--- src/verilog/servo_stop_regs.svh ---
// Register offsets, field positions, reset values and limits of the stop and clamp block
`ifndef SERVO_STOP_REGS_SVH
`define SERVO_STOP_REGS_SVH

// Word-aligned byte offsets
`define REG_CTRL          8'h00
`define REG_CLAMP_LEVEL   8'h04
`define REG_MAX_SPEED     8'h08
`define REG_OFFSET        8'h0C
`define REG_STATUS        8'h10

// Control register fields
`define CTRL_STOP_LSB     0
`define CTRL_METHOD_LSB   4
`define CTRL_ALLOC_BIT    8
`define CTRL_AUTO_BIT     9

// Status register fields
`define STAT_DRIVE_BIT    0
`define STAT_BRAKE_BIT    1
`define STAT_CLAMP_BIT    2
`define STAT_SERIAL_BIT   3
`define STAT_STATE_LSB    4

// Reset values and limits
`define CLAMP_LEVEL_RST   16'h000A
`define CLAMP_LEVEL_MAX   16'h2710
`define MAX_SPEED_RST     16'h0BB8
`define STOP_SPEED_RPM    16'h0002
`define PULSE_TOLERANCE   16'h0001

`endif

--- src/verilog/servo_stop_pkg.sv ---
// Types shared by the stop and zero clamp logic
`default_nettype none
package servo_stop_pkg;

  typedef enum logic [3:0]
  {
    ST_RUN     = 4'b0001,
    ST_BRAKING = 4'b0010,
    ST_BRAKED  = 4'b0100,
    ST_FREE    = 4'b1000
  } run_state_t;

  typedef enum logic [1:0]
  {
    STOP_BRAKE_HOLD    = 2'h0,
    STOP_BRAKE_RELEASE = 2'h1,
    STOP_COAST         = 2'h2
  } stop_mode_t;

  typedef enum logic [3:0]
  {
    METHOD_SPEED  = 4'h0,
    METHOD_CLAMP  = 4'hA,
    METHOD_SERIAL = 4'hD
  } method_t;

  typedef struct packed
  {
    run_state_t  fsm;
    logic [1:0]  stop_mode_select;
    logic [3:0]  control_method_select;
    logic        clamp_allocated;
    logic [15:0] zero_clamp_speed_level;
    logic [15:0] max_speed;
    logic [15:0] ref_offset;
    logic        clamp;
    logic [15:0] clamp_pos;
    logic [15:0] speed_cmd;
    logic [15:0] torque_cmd;
    logic [15:0] pos_target;
    logic [31:0] prdata;
    logic        pslverr;
  } state_t;

endpackage
`default_nettype wire

--- src/verilog/servo_stop_ctrl.sv ---
// Servo-off stop sequencing, zero clamp loop, reference offset and APB register file
//
// Implementation choices: the APB slave port and the register offsets.
`timescale 1ns/10ps
`default_nettype none
`include "servo_stop_regs.svh"

module servo_stop_ctrl
#(
  parameter int CLAMP_SHIFT = 2
)
(
  input  wire logic        REF_CLK,
  input  wire logic        NRST,
  input  wire logic        PSEL,
  input  wire logic        PENABLE,
  input  wire logic        PWRITE,
  input  wire logic [7:0]  PADDR,
  input  wire logic [31:0] PWDATA,
  output logic [31:0]      PRDATA,
  output logic             PREADY,
  output logic             PSLVERR,
  input  wire logic        SERVO_ON_N,
  input  wire logic        ALARM,
  input  wire logic        POWER_OK,
  input  wire logic        ZERO_CLAMP_REQUEST_N,
  input  wire logic [15:0] REF_RAW,
  input  wire logic [15:0] MOTOR_SPEED,
  input  wire logic [15:0] ENCODER_POS,
  input  wire logic        SERIAL_VALID,
  input  wire logic [15:0] SERIAL_POSITION,
  input  wire logic [15:0] SERIAL_TORQUE,
  output logic             DRIVE_ENABLE,
  output logic             WINDING_SHORT_BRAKE,
  output logic             CLAMP_ACTIVE,
  output logic             SERIAL_SELECT,
  output logic [15:0]      SPEED_CMD,
  output logic [15:0]      TORQUE_CMD,
  output logic [15:0]      POSITION_TARGET
);

  servo_stop_pkg::state_t st;
  servo_stop_pkg::state_t next_st;

  logic        run_ok;
  logic        stopped;
  logic        clamp_cond;
  logic        method_ok;
  logic [15:0] ref_corr;
  logic [15:0] ref_abs;
  logic [15:0] eff_level;
  logic [15:0] pos_err;
  logic [15:0] err_abs;
  logic        wr_en;
  logic        rd_setup;
  logic        addr_ok;
  logic        serial_mode;
  logic [31:0] status_word;

  // Magnitude of a two's complement word
  function automatic logic [15:0] mag(input logic [15:0] v);
    mag = v[15] ? 16'(-v) : v;
  endfunction

  // Servo may run only with request on, no alarm, power present
  assign run_ok  = !SERVO_ON_N && !ALARM && POWER_OK;
  assign stopped = mag(MOTOR_SPEED) <= `STOP_SPEED_RPM;

  // Reference with offset removed
  assign ref_corr  = REF_RAW - st.ref_offset;
  assign ref_abs   = mag(ref_corr);
  assign eff_level = (st.zero_clamp_speed_level > st.max_speed) ? st.max_speed
                   : st.zero_clamp_speed_level;

  // Clamp qualifiers: method A, or method 0 with the request allocated
  assign method_ok = (st.control_method_select == servo_stop_pkg::METHOD_CLAMP)
                   || (st.clamp_allocated
                       && st.control_method_select == servo_stop_pkg::METHOD_SPEED);
  assign clamp_cond = method_ok && !ZERO_CLAMP_REQUEST_N
                    && ref_abs < eff_level && st.fsm == servo_stop_pkg::ST_RUN;
  assign serial_mode = st.control_method_select == servo_stop_pkg::METHOD_SERIAL;

  // Position error of the internal clamp loop
  assign pos_err = st.clamp_pos - ENCODER_POS;
  assign err_abs = mag(pos_err);

  // Bus strobes and decode
  assign wr_en    = PSEL && PENABLE && PWRITE;
  assign rd_setup = PSEL && !PENABLE;
  assign addr_ok  = PADDR == `REG_CTRL || PADDR == `REG_CLAMP_LEVEL
                  || PADDR == `REG_MAX_SPEED || PADDR == `REG_OFFSET
                  || PADDR == `REG_STATUS;

  // Status word built from live state
  always_comb
  begin
    status_word = 32'h0000_0000;
    status_word[`STAT_DRIVE_BIT] = DRIVE_ENABLE;
    status_word[`STAT_BRAKE_BIT] = WINDING_SHORT_BRAKE;
    status_word[`STAT_CLAMP_BIT] = st.clamp;
    status_word[`STAT_SERIAL_BIT] = serial_mode;
    status_word[`STAT_STATE_LSB +: 4] = st.fsm;
  end

  // Next state of the whole block
  always_comb
  begin
    next_st = st;
    // Stop sequencing
    case (st.fsm)
      servo_stop_pkg::ST_RUN:
      begin
        if (!run_ok)
        begin
          if (stopped)
            next_st.fsm = servo_stop_pkg::ST_FREE;
          else if (st.stop_mode_select == servo_stop_pkg::STOP_BRAKE_HOLD
                   || st.stop_mode_select == servo_stop_pkg::STOP_BRAKE_RELEASE)
            next_st.fsm = servo_stop_pkg::ST_BRAKING;
          else
            next_st.fsm = servo_stop_pkg::ST_FREE;
        end
      end
      servo_stop_pkg::ST_BRAKING:
      begin
        if (stopped)
        begin
          if (st.stop_mode_select == servo_stop_pkg::STOP_BRAKE_HOLD)
            next_st.fsm = servo_stop_pkg::ST_BRAKED;
          else
            next_st.fsm = servo_stop_pkg::ST_FREE;
        end
      end
      servo_stop_pkg::ST_BRAKED:
      begin
        if (run_ok)
          next_st.fsm = servo_stop_pkg::ST_RUN;
      end
      servo_stop_pkg::ST_FREE:
      begin
        if (run_ok)
          next_st.fsm = servo_stop_pkg::ST_RUN;
      end
      default:
      begin
        next_st.fsm = servo_stop_pkg::ST_FREE;
      end
    endcase

    // Clamp entry captures the position to hold
    next_st.clamp = clamp_cond;
    if (clamp_cond && !st.clamp)
      next_st.clamp_pos = ENCODER_POS;

    // Speed command source
    if (st.fsm != servo_stop_pkg::ST_RUN || serial_mode)
      next_st.speed_cmd = 16'h0000;
    else if (st.clamp && clamp_cond)
      next_st.speed_cmd = (err_abs <= `PULSE_TOLERANCE) ? 16'h0000
                        : 16'(pos_err <<< CLAMP_SHIFT);
    else if (clamp_cond)
      next_st.speed_cmd = 16'h0000;
    else
      next_st.speed_cmd = ref_corr;

    // Serial commands replace analog references
    if (!serial_mode || st.fsm != servo_stop_pkg::ST_RUN)
      next_st.torque_cmd = 16'h0000;
    else if (SERIAL_VALID)
    begin
      next_st.torque_cmd = SERIAL_TORQUE;
      next_st.pos_target = SERIAL_POSITION;
    end

    // Register writes take effect at the access edge
    next_st.pslverr = 1'b0;
    if (wr_en)
    begin
      case (PADDR)
        `REG_CTRL:
        begin
          next_st.stop_mode_select = PWDATA[`CTRL_STOP_LSB +: 2];
          next_st.control_method_select = PWDATA[`CTRL_METHOD_LSB +: 4];
          next_st.clamp_allocated = PWDATA[`CTRL_ALLOC_BIT];
          if (PWDATA[`CTRL_AUTO_BIT])
            next_st.ref_offset = REF_RAW;
        end
        `REG_CLAMP_LEVEL:
        begin
          next_st.zero_clamp_speed_level = (PWDATA[15:0] > `CLAMP_LEVEL_MAX)
                                         ? `CLAMP_LEVEL_MAX : PWDATA[15:0];
        end
        `REG_MAX_SPEED:
        begin
          next_st.max_speed = PWDATA[15:0];
        end
        `REG_OFFSET:
        begin
          next_st.ref_offset = PWDATA[15:0];
        end
        default:
        begin
          next_st.ref_offset = next_st.ref_offset;
        end
      endcase
    end

    // Read data and error prepared in the setup cycle
    if (rd_setup)
    begin
      next_st.pslverr = !addr_ok || (PWRITE && PADDR == `REG_STATUS);
      case (PADDR)
        `REG_CTRL:
          next_st.prdata = {23'h00_0000, st.clamp_allocated,
                            st.control_method_select, 2'h0, st.stop_mode_select};
        `REG_CLAMP_LEVEL:
          next_st.prdata = {16'h0000, st.zero_clamp_speed_level};
        `REG_MAX_SPEED:
          next_st.prdata = {16'h0000, st.max_speed};
        `REG_OFFSET:
          next_st.prdata = {16'h0000, st.ref_offset};
        `REG_STATUS:
          next_st.prdata = status_word;
        default:
          next_st.prdata = 32'h0000_0000;
      endcase
    end
    else if (PSEL && PENABLE)
      next_st.pslverr = st.pslverr;
  end

  // State register
  always_ff @(posedge REF_CLK or negedge NRST)
  begin
    if (!NRST)
    begin
      st.fsm <= servo_stop_pkg::ST_FREE;
      st.stop_mode_select <= 2'h0;
      st.control_method_select <= 4'h0;
      st.clamp_allocated <= 1'b0;
      st.zero_clamp_speed_level <= `CLAMP_LEVEL_RST;
      st.max_speed <= `MAX_SPEED_RST;
      st.ref_offset <= 16'h0000;
      st.clamp <= 1'b0;
      st.clamp_pos <= 16'h0000;
      st.speed_cmd <= 16'h0000;
      st.torque_cmd <= 16'h0000;
      st.pos_target <= 16'h0000;
      st.prdata <= 32'h0000_0000;
      st.pslverr <= 1'b0;
    end
    else
      st <= next_st;
  end

  // Outputs
  assign PREADY              = 1'b1;
  assign PRDATA              = st.prdata;
  assign PSLVERR             = st.pslverr && PSEL && PENABLE;
  assign DRIVE_ENABLE        = st.fsm == servo_stop_pkg::ST_RUN;
  assign WINDING_SHORT_BRAKE = st.fsm == servo_stop_pkg::ST_BRAKING
                             || st.fsm == servo_stop_pkg::ST_BRAKED;
  assign CLAMP_ACTIVE        = st.clamp;
  assign SERIAL_SELECT       = serial_mode;
  assign SPEED_CMD           = st.speed_cmd;
  assign TORQUE_CMD          = st.torque_cmd;
  assign POSITION_TARGET     = st.pos_target;
endmodule

`default_nettype wire

--- config.mk ---
export PLATFORM = sky130hd
export DESIGN_NAME = servo_stop_ctrl
export DESIGN_NICKNAME = d
export VERILOG_FILES = /design/src/verilog/servo_stop_pkg.sv /design/src/verilog/servo_stop_ctrl.sv
export VERILOG_INCLUDE_DIRS = /design/src /design/src/verilog
export SDC_FILE = /design/constraint.sdc
export NUM_CORES = 1
export LEC_CHECK = 0
export BUFFER_PORTS_ARGS = -buffer_cell sky130_fd_sc_hd__buf_2
export CORE_MARGIN = 2
export CORE_UTILIZATION = 53
export DETAILED_ROUTE_END_ITERATION = 12
export PLACE_DENSITY = 0.77
export RECOVER_POWER = 50
export SLEW_MARGIN = 20
export SYNTH_ARGS = -nofsm -noshare
export SYNTH_HDL_FRONTEND = slang
export SYNTH_SLANG_ARGS = --single-unit
--- constraint.sdc ---
create_clock -name REF_CLK -period 7.1 [get_ports REF_CLK]
set_input_delay 1.42 -clock REF_CLK [delete_from_list [all_inputs] [get_ports REF_CLK]]
set_output_delay 1.42 -clock REF_CLK [all_outputs]
set_load 0.1 [all_outputs]
==> reports/summary.txt <==
Layout cells sized above 1 -> 24.6%
Failing checks -> max-capacitance violations, max-slew violations
Area of the multi-input gates -> 6070 µm²
Vias per cell -> 5.84
Comb pwr share -> 20.7%
Final WL -> 27200 µm
DIE AREA -> 21200 µm²
Status -> finished, violations left
Crit path DAT -> 6750 ps
Switch share -> 33.6%
Pwr dens -> 185 nW/µm²
Ports -> 216
Cell chain of the critical path -> buf_2, inv_1, ha_1, inv_1, fa_1, a21o_1, a21oi_1, xnor2_1, or3_1, nor4_1, a21oi_1, xnor2_1, ha_1, a21o_1, a21o_1, a21oi_1, o21ai_0, or3_1, o21a_1, nor2_1, buf_12, mux2_2
FFs w/ async S/R, synth -> 100%
Reg power frac -> 38.2%
GRT overflow -> 0
Row count -> 51
Tcrit/Tclk final -> 90.7%
TritonRoute pass-1 iters -> 6
GPL Wtd Cong -> 0.919
Drc violations -> 0
Crit Path Category -> in -> reg
Vias in the first global route -> 8647
Initial antenna violation count -> 1
Startpoint types -> input pin
Yosys cell types -> 82
Combined buffer and inverter count along the critical path -> 4
DR WL/cell -> 17.6 µm
Resized cells post-CTS -> 0
Post-Syn Area -> 10600 µm²
Crit-path leading delay family -> compound AO/OA/AOI/OAI gates
Port buffer count -> 182
H-tree levels -> 4
Relative slew slack -> -204%
Hold crit path type -> reg -> reg
Die Wd -> 146 µm
Clock Path Buffers -> 2
Clock Sinks -> 141
Clk slew on worst S/H paths -> 70 ps
Placed Area -> 11200 µm²
Top FF cell, synth -> dfrtp_1
Cell leakage power -> 5.58 nW
Yosys top cell by area -> dfrtp_1
Initial drt markers -> 774
EDFF count, synth -> 0
Via count -> 9047
Max-cap violations -> 1
Fill cell count -> 1721
All-Layer GR Usage -> 25.7%
Sequential area share after synthesis -> 33.3%
Clk pwr share -> 41.0%
Share of the synthesized area in the top cell type -> 30.8%
RSZ-0062 raised after global routing -> false
Final cell area excluding filler cells -> 11800 µm²
Hpwl dp -> 20600 µm
TritonCTS clock tree -> done
Post-CTS setup buffer count -> 0
Final Skew -> 13.1 ps
Starting Density -> 54.4%
Area delta synth->final -> 10.6%
Pin count of the biggest net entering global routing -> 88
Setup TNS -> 0 ps
Worst endpoint required time -> 7410 ps
CP max FO -> 16
P_int -> 1.45 mW
Min Tclk post-route -> 6440 ps
Reg area -> 3540 µm²
Final Max Tran Viols -> 88
First-pass GRT wire length -> 44100 µm
Finish-stage setup viols -> 0
Routed Antenna Nets -> 0
Seq cells post-synth -> 141
Net count, final -> 1466
Ranking of synthesized cells by area -> dfrtp_1 31%, ha_1 7.6%, mux2_2 6.0%
CP max stage cell -> nor4_1
Synth warn -> 0
Non-filler instance count after layout -> 1548
Worst VDD drop -> 166 µV
Hold Violations, Final -> 0
CTS Hold Bufs -> 0
Cts bufs inserted -> 17
Clk_lat worst skew -> 430 ps
Max Fclk -> 0.155 GHz
Post-Place Cells -> 1515
Worst Tran Pin Value -> 4560 ps
CORE AREA -> 19600 µm²
Die H -> 146 µm
Post-Synthesis Cells -> 1172
Crit path capture type -> register
Root buffer cell -> clkbuf_16
Crit-path max cell delay -> 580 ps
Post-Syn Area per Cell -> 9.09 µm²
Sw power -> 733 µW
==> cells in the final DEF (no fill, tap or decap), types with 19 or more instances in the layout <==
cell	instances
buf_2	163
dfrtp_1	131
nand2_1	94
nor2_1	80
inv_1	73
o21ai_0	73
ha_1	65
mux2i_1	57
mux2_2	57
a21oi_1	48
nand3_1	35
xnor2_1	27
clkbuf_1	19
==> sequential cells by signal (all words and copies together) (netlist names) <==
register	count
TORQUE_CMD	16
st	76
POSITION_TARGET	16
SPEED_CMD	16
CLAMP_ACTIVE	1
PRDATA	16
==> synth_stat cells (14+ instances only) <==
cell type,instances
inv_1,73
ha_1,65
a21oi_1,49
a21o_1,15
nor3_1,17
nand3_1,35
mux2_2,57
nor4_1,14
o21ai_0,73
nor2_1,80
clkbuf_1,37
nand2_1,94
mux2i_1,57
dfrtp_1,131
xnor2_1,27
nand4_1,14
buf_4,81
==> final timing paths <==
check                                start          to  slack [ps]  depth (start not counted)
worst max register to register      st[99]      st[92]        1220                         22
worst min register to register  PRDATA[12]  PRDATA[12]         470                          2
worst min-delay path            PRDATA[12]  PRDATA[12]         470                          2
min in group asynchronous             NRST      st[87]        2590                          1
max in group asynchronous             NRST     st[138]        1330                          2
worst max-delay path            REF_RAW[0]      st[92]         660                         22
==> final cells by class <==
cell class	instances	share of cell area [%]
diodes	1	0.0212
clock buffers	17	3.61
clock inverters	15	1.40
inverters	73	2.33
multi-input cells	844	51.5
flip-flops and latches	141	30.1
well taps	265	2.81
repair buffers	192	8.25
==> stage by stage <==
step                hold slack, ps  total power, mW  worst slack [ps]  util [%]
finish                         471             2.18               660      60.1
global route                   504             2.27               247      60.1
CTS                            478             2.19               794      60.3
detailed placement             461             1.29               368      57.2
global placement               458             1.28               491      57.2
floorplan                      450             1.18               743         -
==> metal layers <==
metal	vias up	track usage, %	wire length, µm
met5	-	0	0
met4	0	8.68	666
met3	51	4.36	1950
met2	360	40.4	12200
met1	4301	36.0	12400
li1	4335	-	-
==> logic make-up (layout without fill, tap and decap cells) <==
family | after synthesis | after routing | synth area share, %
adder cells (fa/ha/maj) | 67 | 67 | 8.01
AO/OA/AOI/OAI | 265 | 265 | 17.2
other | 2 | 18 | 0.0705
XOR/XNOR | 40 | 40 | 3.29
flip-flops | 141 | 141 | 33.3
buffers and inverters | 202 | 297 | 10.5
multiplexers | 115 | 115 | 11.6
AND/OR/NAND/NOR | 340 | 340 | 16.1
==> power by group through the flow <==
stage | Sequential (mW) | Combinational, mW | Clock [mW]
after floorplan | 0.837 | 0.339 | 0
after global placement | 0.848 | 0.437 | 0
after detailed placement | 0.847 | 0.447 | 0
after CTS | 0.833 | 0.450 | 0.910
after global routing | 0.834 | 0.494 | 0.942
final | 0.833 | 0.452 | 0.894
==> worst register-to-register path, stage by stage (launching register included) <==
cell      delay (ps)
dfrtp_1          460
inv_1            110
ha_1             270
nor2b_1          120
o21ai_0          250
a21oi_1          150
o211ai_1         300
a21oi_1          160
o31a_1           290
mux2i_1          180
nor2_1           690
a21oi_1          140
xnor2_1          260
ha_1             280
a21o_1           160
a21o_1           170
a21oi_1          240
o21ai_0          160
or3_1            350
o21a_1           260
nor2_1           200
buf_12           190
mux2_2           350
(Power assumes the default switching activity.)
